$ cat config.mk
export PLATFORM = sky130hd
export DESIGN_NAME = rx_tx_power_mode_control
export DESIGN_NICKNAME = d
export VERILOG_FILES = /design/src/power_mode_pkg.sv /design/src/rx_tx_power_mode_control.sv
export SDC_FILE = /design/constraint.sdc
export NUM_CORES = 1
export LEC_CHECK = 0
export ABC_AREA = 1
export BUFFER_PORTS_ARGS = -buffer_cell sky130_fd_sc_hd__buf_2
export CAP_MARGIN = 20
export CORE_ASPECT_RATIO = 0.9
export CORE_MARGIN = 2
export CORE_UTILIZATION = 47
export CTS_BUF_LIST = sky130_fd_sc_hd__clkbuf_4 sky130_fd_sc_hd__clkbuf_8
export DETAILED_ROUTE_END_ITERATION = 10
export PLACE_DENSITY = 0.84
export SLEW_MARGIN = 15
export SYNTH_ARGS = -nofsm -noshare
export SYNTH_HDL_FRONTEND = slang
export SYNTH_SLANG_ARGS = --single-unit
$ cat constraint.sdc
create_clock -name I_CLK_SYS -period 2.95 [get_ports I_CLK_SYS]
set_clock_uncertainty 0.2 [all_clocks]
set_input_delay 0.295 -clock I_CLK_SYS [delete_from_list [all_inputs] [get_ports I_CLK_SYS]]
set_output_delay 0.295 -clock I_CLK_SYS [all_outputs]
set_load 0.02 [all_outputs]
$ cat src/power_mode_pkg.sv
// Register indices, field positions and reset values for the power and mode control block.
package power_mode_pkg;
  // Register indices; the byte address on the bus is four times the index.
  localparam logic [7:0] RF_MODE_IDX = 8'h1a;
  localparam logic [7:0] DIVIDER_MODE_IDX = 8'h1b;
  localparam logic [7:0] ATTEN_LEVEL_IDX = 8'h33;
  localparam logic [7:0] POWER_EN_A_IDX = 8'h6d;
  localparam logic [7:0] POWER_EN_B_IDX = 8'h6e;
  localparam logic [7:0] POWER_EN_C_IDX = 8'h6f;
  localparam logic [7:0] EFFECTIVE_EN_IDX = 8'h70;
  localparam logic [7:0] BIAS_CURRENT_IDX = 8'h75;
  // Field positions in the rf mode register.
  localparam int RF_AMP_LOW_POWER_BIT = 0;
  localparam int BASEBAND_CUTOFF_BIT = 1;
  // Field positions in the divider mode register.
  localparam int DIVIDER_HIGH_POWER_BIT = 0;
  // Field position of the two-bit attenuation step.
  localparam int ATTEN_STEP_LSB = 0;
  // Field positions in the bias current register.
  localparam int GAIN_AMP_CURRENT_LSB = 0;
  localparam int ANTIALIAS_CURRENT_BIT = 2;
  // Power enable group A.
  localparam int REFERENCE_BIT = 0;
  localparam int MOD_CONVERTER_BIT = 1;
  localparam int RATE_CONVERTER_BIT = 2;
  localparam int CLOCK_BUFFER_BIT = 3;
  // Power enable group B.
  localparam int SYNTH_BIT = 0;
  localparam int TRANSMIT_PATH_BIT = 1;
  localparam int DETECTOR_CONVERTER_BIT = 2;
  // Power enable group C.
  localparam int POWER_DETECTOR_BIT = 0;
  localparam int ATTENUATOR_BIT = 1;
  localparam int LOW_NOISE_AMP_BIT = 2;
  localparam int ADC_BIT = 3;
  localparam int RECEIVE_PATH_BIT = 4;
  // Effective enable readback positions.
  localparam int EFF_LOW_NOISE_AMP_BIT = 0;
  localparam int EFF_ATTENUATOR_BIT = 1;
  localparam int EFF_DIVIDER_BIT = 2;
  localparam int EFF_REGULATOR_BIT = 3;
  // Writable bit masks of each writable register; the effective enable readback has none.
  localparam logic [7:0] RF_MODE_MASK = 8'h03;
  localparam logic [7:0] DIVIDER_MODE_MASK = 8'h01;
  localparam logic [7:0] ATTEN_LEVEL_MASK = 8'h03;
  localparam logic [7:0] POWER_EN_A_MASK = 8'h0f;
  localparam logic [7:0] POWER_EN_B_MASK = 8'h07;
  localparam logic [7:0] POWER_EN_C_MASK = 8'h1f;
  localparam logic [7:0] BIAS_CURRENT_MASK = 8'h07;
  // Every writable register clears to zero on reset; the effective enable readback shows the regulator bit from the pin.
  localparam logic [7:0] REG_RESET = 8'h00;
endpackage : power_mode_pkg

$ cat src/rx_tx_power_mode_control.sv
// Power enable and operating mode control for the transceiver analog and clock blocks.
`timescale 1ns/1ns
`default_nettype none
module rx_tx_power_mode_control (
  input wire logic I_CLK_SYS,
  input wire logic I_RST_N,
  input wire logic I_WB_CYC,
  input wire logic I_WB_STB,
  input wire logic I_WB_WE,
  input wire logic [9:0] I_WB_ADR,
  input wire logic [3:0] I_WB_SEL,
  input wire logic [31:0] I_WB_DAT,
  output logic [31:0] O_WB_DAT,
  output logic O_WB_ACK,
  input wire logic I_REGULATOR_OFF_PIN,
  output logic O_REGULATOR_POWER_EN,
  output logic O_REFERENCE_POWER_EN,
  output logic O_MOD_CONVERTER_POWER_EN,
  output logic O_SYNTH_POWER_EN,
  output logic O_RATE_CONVERTER_POWER_EN,
  output logic O_CLOCK_BUFFER_POWER_EN,
  output logic O_TRANSMIT_PATH_POWER_EN,
  output logic O_DETECTOR_CONVERTER_POWER_EN,
  output logic O_POWER_DETECTOR_EN,
  output logic O_ATTENUATOR_POWER_EN,
  output logic O_LOW_NOISE_AMP_POWER_EN,
  output logic O_ADC_POWER_EN,
  output logic O_RECEIVE_PATH_POWER_EN,
  output logic O_DIVIDER_POWER_EN,
  output logic O_RF_AMP_LOW_POWER_SEL,
  output logic O_DIVIDER_HIGH_POWER_SEL,
  output logic O_BASEBAND_CUTOFF_SEL,
  output logic [1:0] O_GAIN_AMP_CURRENT_SEL,
  output logic O_ANTIALIAS_CURRENT_SEL,
  output logic [1:0] O_ATTENUATION_STEP
);

  logic [7:0] rf_mode;
  logic [7:0] divider_mode;
  logic [7:0] atten_level;
  logic [7:0] power_en_a;
  logic [7:0] power_en_b;
  logic [7:0] power_en_c;
  logic [7:0] bias_current;
  logic [7:0] next_rf_mode;
  logic [7:0] next_divider_mode;
  logic [7:0] next_atten_level;
  logic [7:0] next_power_en_a;
  logic [7:0] next_power_en_b;
  logic [7:0] next_power_en_c;
  logic [7:0] next_bias_current;
  logic ack;
  logic next_ack;
  logic [31:0] rdata;
  logic [31:0] next_rdata;
  logic [7:0] index;
  logic req;
  logic wr;
  logic [7:0] effective;
  logic lna_on;
  logic att_on;
  logic divider_on;

  // Masked field update used for every writable register.
  function automatic logic [7:0] merge(input logic [7:0] old, input logic [7:0] wdata,
                                       input logic [7:0] mask);
    merge = (old & ~mask) | (wdata & mask);
  endfunction : merge

  // Address decode shared by the write and read paths.
  function automatic logic hit(input logic [7:0] idx, input logic [7:0] target);
    hit = (idx == target);
  endfunction : hit

  assign index = I_WB_ADR[9:2];
  // A new request is taken only while no answer is pending, so ack is a single cycle.
  assign req = I_WB_CYC && I_WB_STB && !ack;
  assign wr = req && I_WB_WE && I_WB_SEL[0];

  // The attenuator wins when both are enabled, keeping the two parallel paths exclusive.
  assign att_on = power_en_c[power_mode_pkg::ATTENUATOR_BIT];
  assign lna_on = power_en_c[power_mode_pkg::LOW_NOISE_AMP_BIT] && !att_on;
  assign divider_on = power_en_c[power_mode_pkg::RECEIVE_PATH_BIT] ||
                      power_en_b[power_mode_pkg::TRANSMIT_PATH_BIT];

  always_comb begin
    effective = 8'h00;
    effective[power_mode_pkg::EFF_LOW_NOISE_AMP_BIT] = lna_on;
    effective[power_mode_pkg::EFF_ATTENUATOR_BIT] = att_on;
    effective[power_mode_pkg::EFF_DIVIDER_BIT] = divider_on;
    effective[power_mode_pkg::EFF_REGULATOR_BIT] = !I_REGULATOR_OFF_PIN;
  end

  always_comb begin
    next_rf_mode = rf_mode;
    next_divider_mode = divider_mode;
    next_atten_level = atten_level;
    next_power_en_a = power_en_a;
    next_power_en_b = power_en_b;
    next_power_en_c = power_en_c;
    next_bias_current = bias_current;
    if (wr) begin
      if (hit(index, power_mode_pkg::RF_MODE_IDX)) begin
        next_rf_mode = merge(rf_mode, I_WB_DAT[7:0], power_mode_pkg::RF_MODE_MASK);
      end else if (hit(index, power_mode_pkg::DIVIDER_MODE_IDX)) begin
        next_divider_mode = merge(divider_mode, I_WB_DAT[7:0],
                                  power_mode_pkg::DIVIDER_MODE_MASK);
      end else if (hit(index, power_mode_pkg::ATTEN_LEVEL_IDX)) begin
        next_atten_level = merge(atten_level, I_WB_DAT[7:0], power_mode_pkg::ATTEN_LEVEL_MASK);
      end else if (hit(index, power_mode_pkg::POWER_EN_A_IDX)) begin
        next_power_en_a = merge(power_en_a, I_WB_DAT[7:0],
                                power_mode_pkg::POWER_EN_A_MASK);
      end else if (hit(index, power_mode_pkg::POWER_EN_B_IDX)) begin
        next_power_en_b = merge(power_en_b, I_WB_DAT[7:0],
                                power_mode_pkg::POWER_EN_B_MASK);
      end else if (hit(index, power_mode_pkg::POWER_EN_C_IDX)) begin
        next_power_en_c = merge(power_en_c, I_WB_DAT[7:0],
                                power_mode_pkg::POWER_EN_C_MASK);
      end else if (hit(index, power_mode_pkg::BIAS_CURRENT_IDX)) begin
        next_bias_current = merge(bias_current, I_WB_DAT[7:0],
                                  power_mode_pkg::BIAS_CURRENT_MASK);
      end
    end
  end

  always_comb begin
    next_ack = req;
    next_rdata = rdata;
    if (req && !I_WB_WE) begin
      next_rdata = 32'h0000_0000;
      if (hit(index, power_mode_pkg::RF_MODE_IDX)) begin
        next_rdata[7:0] = rf_mode;
      end else if (hit(index, power_mode_pkg::DIVIDER_MODE_IDX)) begin
        next_rdata[7:0] = divider_mode;
      end else if (hit(index, power_mode_pkg::ATTEN_LEVEL_IDX)) begin
        next_rdata[7:0] = atten_level;
      end else if (hit(index, power_mode_pkg::POWER_EN_A_IDX)) begin
        next_rdata[7:0] = power_en_a;
      end else if (hit(index, power_mode_pkg::POWER_EN_B_IDX)) begin
        next_rdata[7:0] = power_en_b;
      end else if (hit(index, power_mode_pkg::POWER_EN_C_IDX)) begin
        next_rdata[7:0] = power_en_c;
      end else if (hit(index, power_mode_pkg::EFFECTIVE_EN_IDX)) begin
        next_rdata[7:0] = effective;
      end else if (hit(index, power_mode_pkg::BIAS_CURRENT_IDX)) begin
        next_rdata[7:0] = bias_current;
      end
    end
  end

  // The reset is synchronous, so while it is low every write is simply overridden.
  always_ff @(posedge I_CLK_SYS) begin
    if (!I_RST_N) begin
      rf_mode <= power_mode_pkg::REG_RESET;
      divider_mode <= power_mode_pkg::REG_RESET;
      atten_level <= power_mode_pkg::REG_RESET;
      power_en_a <= power_mode_pkg::REG_RESET;
      power_en_b <= power_mode_pkg::REG_RESET;
      power_en_c <= power_mode_pkg::REG_RESET;
      bias_current <= power_mode_pkg::REG_RESET;
      ack <= 1'b0;
      rdata <= 32'h0000_0000;
    end else begin
      rf_mode <= next_rf_mode;
      divider_mode <= next_divider_mode;
      atten_level <= next_atten_level;
      power_en_a <= next_power_en_a;
      power_en_b <= next_power_en_b;
      power_en_c <= next_power_en_c;
      bias_current <= next_bias_current;
      ack <= next_ack;
      rdata <= next_rdata;
    end
  end

  assign O_WB_ACK = ack;
  assign O_WB_DAT = rdata;
  // The sequencing of the reference against blocks seven to thirteen is left to software.
  assign O_REGULATOR_POWER_EN = !I_REGULATOR_OFF_PIN;
  assign O_REFERENCE_POWER_EN = power_en_a[power_mode_pkg::REFERENCE_BIT];
  assign O_MOD_CONVERTER_POWER_EN = power_en_a[power_mode_pkg::MOD_CONVERTER_BIT];
  assign O_RATE_CONVERTER_POWER_EN = power_en_a[power_mode_pkg::RATE_CONVERTER_BIT];
  assign O_CLOCK_BUFFER_POWER_EN = power_en_a[power_mode_pkg::CLOCK_BUFFER_BIT];
  assign O_SYNTH_POWER_EN = power_en_b[power_mode_pkg::SYNTH_BIT];
  assign O_TRANSMIT_PATH_POWER_EN = power_en_b[power_mode_pkg::TRANSMIT_PATH_BIT];
  assign O_DETECTOR_CONVERTER_POWER_EN =
    power_en_b[power_mode_pkg::DETECTOR_CONVERTER_BIT];
  assign O_POWER_DETECTOR_EN = power_en_c[power_mode_pkg::POWER_DETECTOR_BIT];
  assign O_ATTENUATOR_POWER_EN = att_on;
  assign O_LOW_NOISE_AMP_POWER_EN = lna_on;
  assign O_ADC_POWER_EN = power_en_c[power_mode_pkg::ADC_BIT];
  assign O_RECEIVE_PATH_POWER_EN = power_en_c[power_mode_pkg::RECEIVE_PATH_BIT];
  assign O_DIVIDER_POWER_EN = divider_on;
  assign O_RF_AMP_LOW_POWER_SEL = rf_mode[power_mode_pkg::RF_AMP_LOW_POWER_BIT];
  assign O_BASEBAND_CUTOFF_SEL = rf_mode[power_mode_pkg::BASEBAND_CUTOFF_BIT];
  assign O_DIVIDER_HIGH_POWER_SEL = divider_mode[power_mode_pkg::DIVIDER_HIGH_POWER_BIT];
  assign O_GAIN_AMP_CURRENT_SEL =
    bias_current[power_mode_pkg::GAIN_AMP_CURRENT_LSB +: 2];
  assign O_ANTIALIAS_CURRENT_SEL = bias_current[power_mode_pkg::ANTIALIAS_CURRENT_BIT];
  // Code 00 is the lightest step and 11 the heaviest, each 6dB apart.
  assign O_ATTENUATION_STEP = atten_level[power_mode_pkg::ATTEN_STEP_LSB +: 2];
endmodule : rx_tx_power_mode_control
`default_nettype wire

After elaboration in Yosys (flattened, before gate mapping)
Index checks and enable logic that the tools add are counted.
- flip-flop bits (word level): 65
- input bits: 52
- word-level logic and storage cells: 56
- equal/unequal tests: 8
- muxes and demuxes: 8
- bitwise logic cells: 13
- reductions and logical operators: 18
- operator list (operator ; number):
    2-to-1 mux 8 bit ; 8
    == test 8 x 7 -> 1 bit, second input constant ; 5
    == test 8 x 5 -> 1 bit, second input constant ; 2
    bitwise OR 8 x 2 -> 8 bit ; 2
    bitwise OR 8 x 3 -> 8 bit ; 2
    == test 8 x 6 -> 1 bit, second input constant ; 1
    bitwise OR 8 x 1 -> 8 bit ; 1
    bitwise OR 8 x 4 -> 8 bit ; 1
    bitwise OR 8 x 5 -> 8 bit ; 1
    AND reduction 8 bit ; 1
    AND reduction 7 bit ; 1
    logical AND 1 bit ; 6
    NOT 1 bit ; 6
    AND reduction 6 bit ; 1
    AND reduction 5 bit ; 1
    logical NOT 1 bit ; 4
    AND reduction 4 bit ; 1
    AND reduction 3 bit ; 1
    AND reduction 2 bit ; 1
    logical OR 1 bit ; 1

Logic depth before layout (Yosys ltp)
- depth in word-level cells: 9
- gate-level depth with buffers: 11
- mapped depth without buffers: 11

Worst setup path after synthesis
Ideal clock, no wire load.
- path kind: register -> register
- start: register ack (netlist: O_WB_ACK)
- end: register power_en_c[4]
- library setup time: 113 ps
- data arrival time: 1164 ps
- setup slack: 1473 ps
- stages on the path, launching flop included: 9
- clock period less this slack: 1477 ps
- cell sequence: dfxtp_1 > nor2_1 > inv_2 > nor2_4 > nand3_4 > nor2_4 > inv_2 > nor2_1 > nor2_1
- longest elaborated chain between the ends: 5
- ends and longest elaborated chain (what ; line ; text):
    start: declaration ; rx_tx_power_mode_control.sv:52 ; logic ack;
    start signal: assignment ; rx_tx_power_mode_control.sv:171 ; ack <= next_ack;
    logical NOT 1 bit ; rx_tx_power_mode_control.sv:77 ; assign req = I_WB_CYC && I_WB_STB && !ack;
    logical AND 1 bit ; rx_tx_power_mode_control.sv:77 ;
    logical AND 1 bit (2 in series) ; rx_tx_power_mode_control.sv:78 ; assign wr = req && I_WB_WE && I_WB_SEL[0];
    AND reduction 7 bit (no line) ; n/a ;
    end signal: assignment ; rx_tx_power_mode_control.sv:159 ; power_en_c <= power_mode_pkg::REG_RESET;
    end signal: assignment ; rx_tx_power_mode_control.sv:169 ; power_en_c <= next_power_en_c;
    end: declaration ; rx_tx_power_mode_control.sv:43 ; logic [7:0] power_en_c;
Every way passes these cells.
A chain may end at the register's enable or synchronous reset.

Worst setup path in the final report
- start: register ack (netlist: O_WB_ACK)
- end: register rdata[0] (netlist: O_WB_DAT[0])
- longest elaborated chain between the ends: 3
- ends and longest elaborated chain (what ; line ; text):
    logical NOT 1 bit ; rx_tx_power_mode_control.sv:77 ;
    logical AND 1 bit ; rx_tx_power_mode_control.sv:77 ;
    logical AND 1 bit ; rx_tx_power_mode_control.sv:129 ; if (req && !I_WB_WE) begin
    end signal: assignment ; rx_tx_power_mode_control.sv:172 ; rdata <= next_rdata;
    end: declaration ; rx_tx_power_mode_control.sv:54 ; logic [31:0] rdata;
Every way passes these cells.

==> results.sh <==
export IMPL_outcome="finished, final reports clean"
export IMPL_slew_headroom_pct=51.8
export IMPL_ys_flop_type="dfxtp_1"
export IMPL_yosysTopAreaCellShare_pct=33.0
export IMPL_post_route_drc_count=0
export IMPL_cp_max_fo=8
export IMPL_finish_net_count=336
export IMPL_synth_cell_type_count=28
export IMPL_synth_edf_count=0
export IMPL_met1_length_mm=1.69
export IMPL_r2r_cells=7
export IMPL_post_dp_cell_area_mm2=0.00189
export IMPL_min_to="power_en_c[4]"
export IMPL_hold_depth=3
export IMPL_fmax_mhz=639
export IMPL_die_area_mm2=0.00412
export IMPL_setup_ws_ps=1380
export IMPL_critPathBufInv=2
export IMPL_synthArstFlopShare_pct=0
export IMPL_ioPinCount=107
export IMPL_ctsResizeCount=0
export IMPL_yosysTopAreaCell="dfxtp_1"
export IMPL_wl_met3_um=286
export IMPL_port_buffers=50
export IMPL_clk_latency_ps=280
export IMPL_hold_path_startpoint="I_WB_DAT[4]"
export IMPL_synth_most_common_cell="nand2_1"
export IMPL_grt_pass1_wl_mm=5.88
export IMPL_synthToLayoutAreaGrowth_pct=15.5
export IMPL_p_per_area_mw_per_mm2=393
export IMPL_cts_clk_slew_worst_paths_ps=90
export IMPL_postCtsSetupBuffers=0
export IMPL_setup_violations=0
export IMPL_die_h_um=61.1
export IMPL_numCtsBuffers=3
export IMPL_cp_end_kind="flip-flop"
export IMPL_cts_tree="built"
export IMPL_grt_overflow_total=0
export IMPL_die_w_um=67.4
export IMPL_critPathRequiredTime_ps=2950
export IMPL_min_period_ps=1570
export IMPL_first_global_vias=1271
export IMPL_seq_area_frac_synth_pct=33.0
export IMPL_synthTopCellsByArea="dfxtp_1, buf_4, nand2_1, nor2_1, a211oi_2"
export IMPL_final_area_mm2=0.00196
export IMPL_finalCritPeriodShare_pct=53.1
export IMPL_vias_per_cell=4.75
export IMPL_ff2ff_setup_slack_ps=1380
export IMPL_wire_per_inst_um=11.2
export IMPL_reg2reg_from="O_WB_ACK"
export IMPL_syn_area_per_cell_um2=7.27
export IMPL_syn_inst=234
export IMPL_antenna_found_initial=0
export IMPL_clkSinkCount=28
export IMPL_ys_top_cells_by_count="nand2_1, nor2_1, dfxtp_1"
export IMPL_synth_cell_area_mm2=0.00170
export IMPL_cp_cell_sequence="nor2_1, inv_2, nor2_2, inv_1, a21oi_1, nand2_1, a21oi_1"
export IMPL_worst_slew_pin_slew_ps=722
export IMPL_start_util_pct=49.6
export IMPL_r2r_end="O_WB_DAT[0]"
export IMPL_htree_num_levels=1
export IMPL_critPathSlowestCell="dfxtp_1"
export IMPL_coreArea_mm2=0.00343
export IMPL_hold_path_class="primary input to flip-flop"
export IMPL_gp_congestion=0.888
export IMPL_num_fill_cells=332
export IMPL_ant_nets=0
export IMPL_top_layer="met4"
export IMPL_dr_first_iter_drc_count=73
export IMPL_hold_viol_final=0
export IMPL_rsz0062_at_grt="no"
export IMPL_grt_usage_pct=18.9
export IMPL_max_cap_viol_count=0
export IMPL_critPathMostFrequentCell="a21oi_1"
export IMPL_crit_path_max_incr_delay_ps=320
export IMPL_dpl_worst_slack_ps=1270
export IMPL_dp_hpwl_mm=2.96
export IMPL_critPathArrivalTime_ps=1570
export IMPL_p_leak_nw=0.965
export IMPL_vdd_ir_drop_max_v=0.000366
export IMPL_ys_warn_count=0
export IMPL_drtPass1Iterations=4
export IMPL_tns_ps=0
export IMPL_wl_met2_mm=1.66
export IMPL_critPathTopFamily="simple AND/OR/NAND/NOR gates"
export IMPL_p_total_mw=0.772
export IMPL_critical_path_class="flip-flop to flip-flop"
export IMPL_maxSlewViolCount=0
export IMPL_cts_buffer_depth=2
export IMPL_drive_gt1_share_pct=32.9
export IMPL_finalWirelength_mm=3.66
export IMPL_ys_ff_latch=28
export IMPL_rows=20
export IMPL_postCtsHoldBufs=0
export IMPL_worst_setup_path_start_kind="flip-flop"
export IMPL_antenna_cells=0
export IMPL_cts_root_buf="clkbuf_8"
export IMPL_final_util_pct=57.3
export IMPL_via_count=1552
export IMPL_grt_start_max_net_pins=21
## worst register-to-register path, cell delays in order (launching register included)
cell and delay [ps]:
dfxtp_1 320, nor2_1 120, inv_2 70, nor2_2 300, inv_1 180, a21oi_1 140
nand2_1 60, a21oi_1 110
## sequential cells by signal (all words and copies together) (netlist names)
| signal | flops |
|---|---|
| O_WB_ACK | 1 |
| O_WB_DAT | 7 |
| rf_mode | 2 |
| atten_level | 2 |
| power_en_c | 5 |
| power_en_b | 3 |
| bias_current | 3 |
| divider_mode | 1 |
| power_en_a | 4 |
## layout make-up
class	instances	area (um2)	share of cell area [%]
Clock buffer	3	41.3	2.10
Tap cell	44	55.1	2.80
Multi-Input combinational cell	172	918	46.8
Sequential cell	28	561	28.5
Clock inverter	1	30.0	1.53
Timing Repair Buffer	50	250	12.7
Inverter	29	109	5.54
## metal layers
metal | vias up | track usage [%]
met5 | - | 0
met4 | 0 | 3.50
met3 | 2 | 4.39
met2 | 64 | 30.0
met1 | 688 | 26.9
li1 | 798 | -
## cells by family (layout without fill, tap and decap cells)
group | count (synthesis) | after routing | share of synthesized area [%]
other cells | 1 | 24 | 0.221
flops | 28 | 28 | 33.0
compound gates | 31 | 31 | 12.8
buf+inv | 57 | 83 | 18.1
simple gates | 117 | 117 | 35.9
## stage by stage
stage / hold slack [ps] / cells
final: 38.6 / 327
after global routing: 49.2 / 327
after CTS: 40.2 / 327
after detailed placement: 236 / 323
after global placement: 219 / 323
after floorplan: 229 / 257
## worst max path at each step
stage / from / endpoint / slack (ps) / cells past startpoint
after floorplan: O_WB_ACK / power_en_c[4] / 1470 / 8
after global placement: I_WB_CYC / O_WB_DAT[0] / 1310 / 9
after detailed placement: I_WB_ADR[9] / power_en_a[1] / 1270 / 10
after CTS: O_WB_ACK / O_WB_DAT[0] / 1370 / 7
after global routing: O_WB_ACK / O_WB_DAT[0] / 1240 / 7
final: O_WB_ACK / O_WB_DAT[0] / 1380 / 7
## power by group
group,switching (mW),internal [mW],total [mW],leakage [nW]
logic,0.0755,0.0206,0.0961,0.704
registers,0.000600,0.379,0.379,0.226
clock network,0.114,0.182,0.296,0.0357
total,0.190,0.581,0.772,0.965
## cells in the final DEF, fill, tap and decap left out
master     netlist  final
nand3_4          1      1
dfxtp_1         28     28
nand3b_1         1      1
a211oi_1         6      6
clkbuf_8         0      3
conb_1           1     24
inv_1           19     19
inv_2           10     10
nand2_2          6      6
a211oi_2         6      6
nor3b_2          1      1
nor2_8           1      1
nand3_2          1      1
or2_1            1      1
o31ai_1          1      1
o21ai_1          5      5
nand4_1          2      2
nor3_2           1      1
nand3_1         14     14
nor2_2           6      6
buf_2            0     50
nand2_1         40     40
a21oi_1         13     13
and3_1           1      1
nor2_4           4      4
bufinv_16        0      1
nor3_1           3      3
nor3_4           2      2
nor2_1          32     32
(Power assumes the default switching activity.)
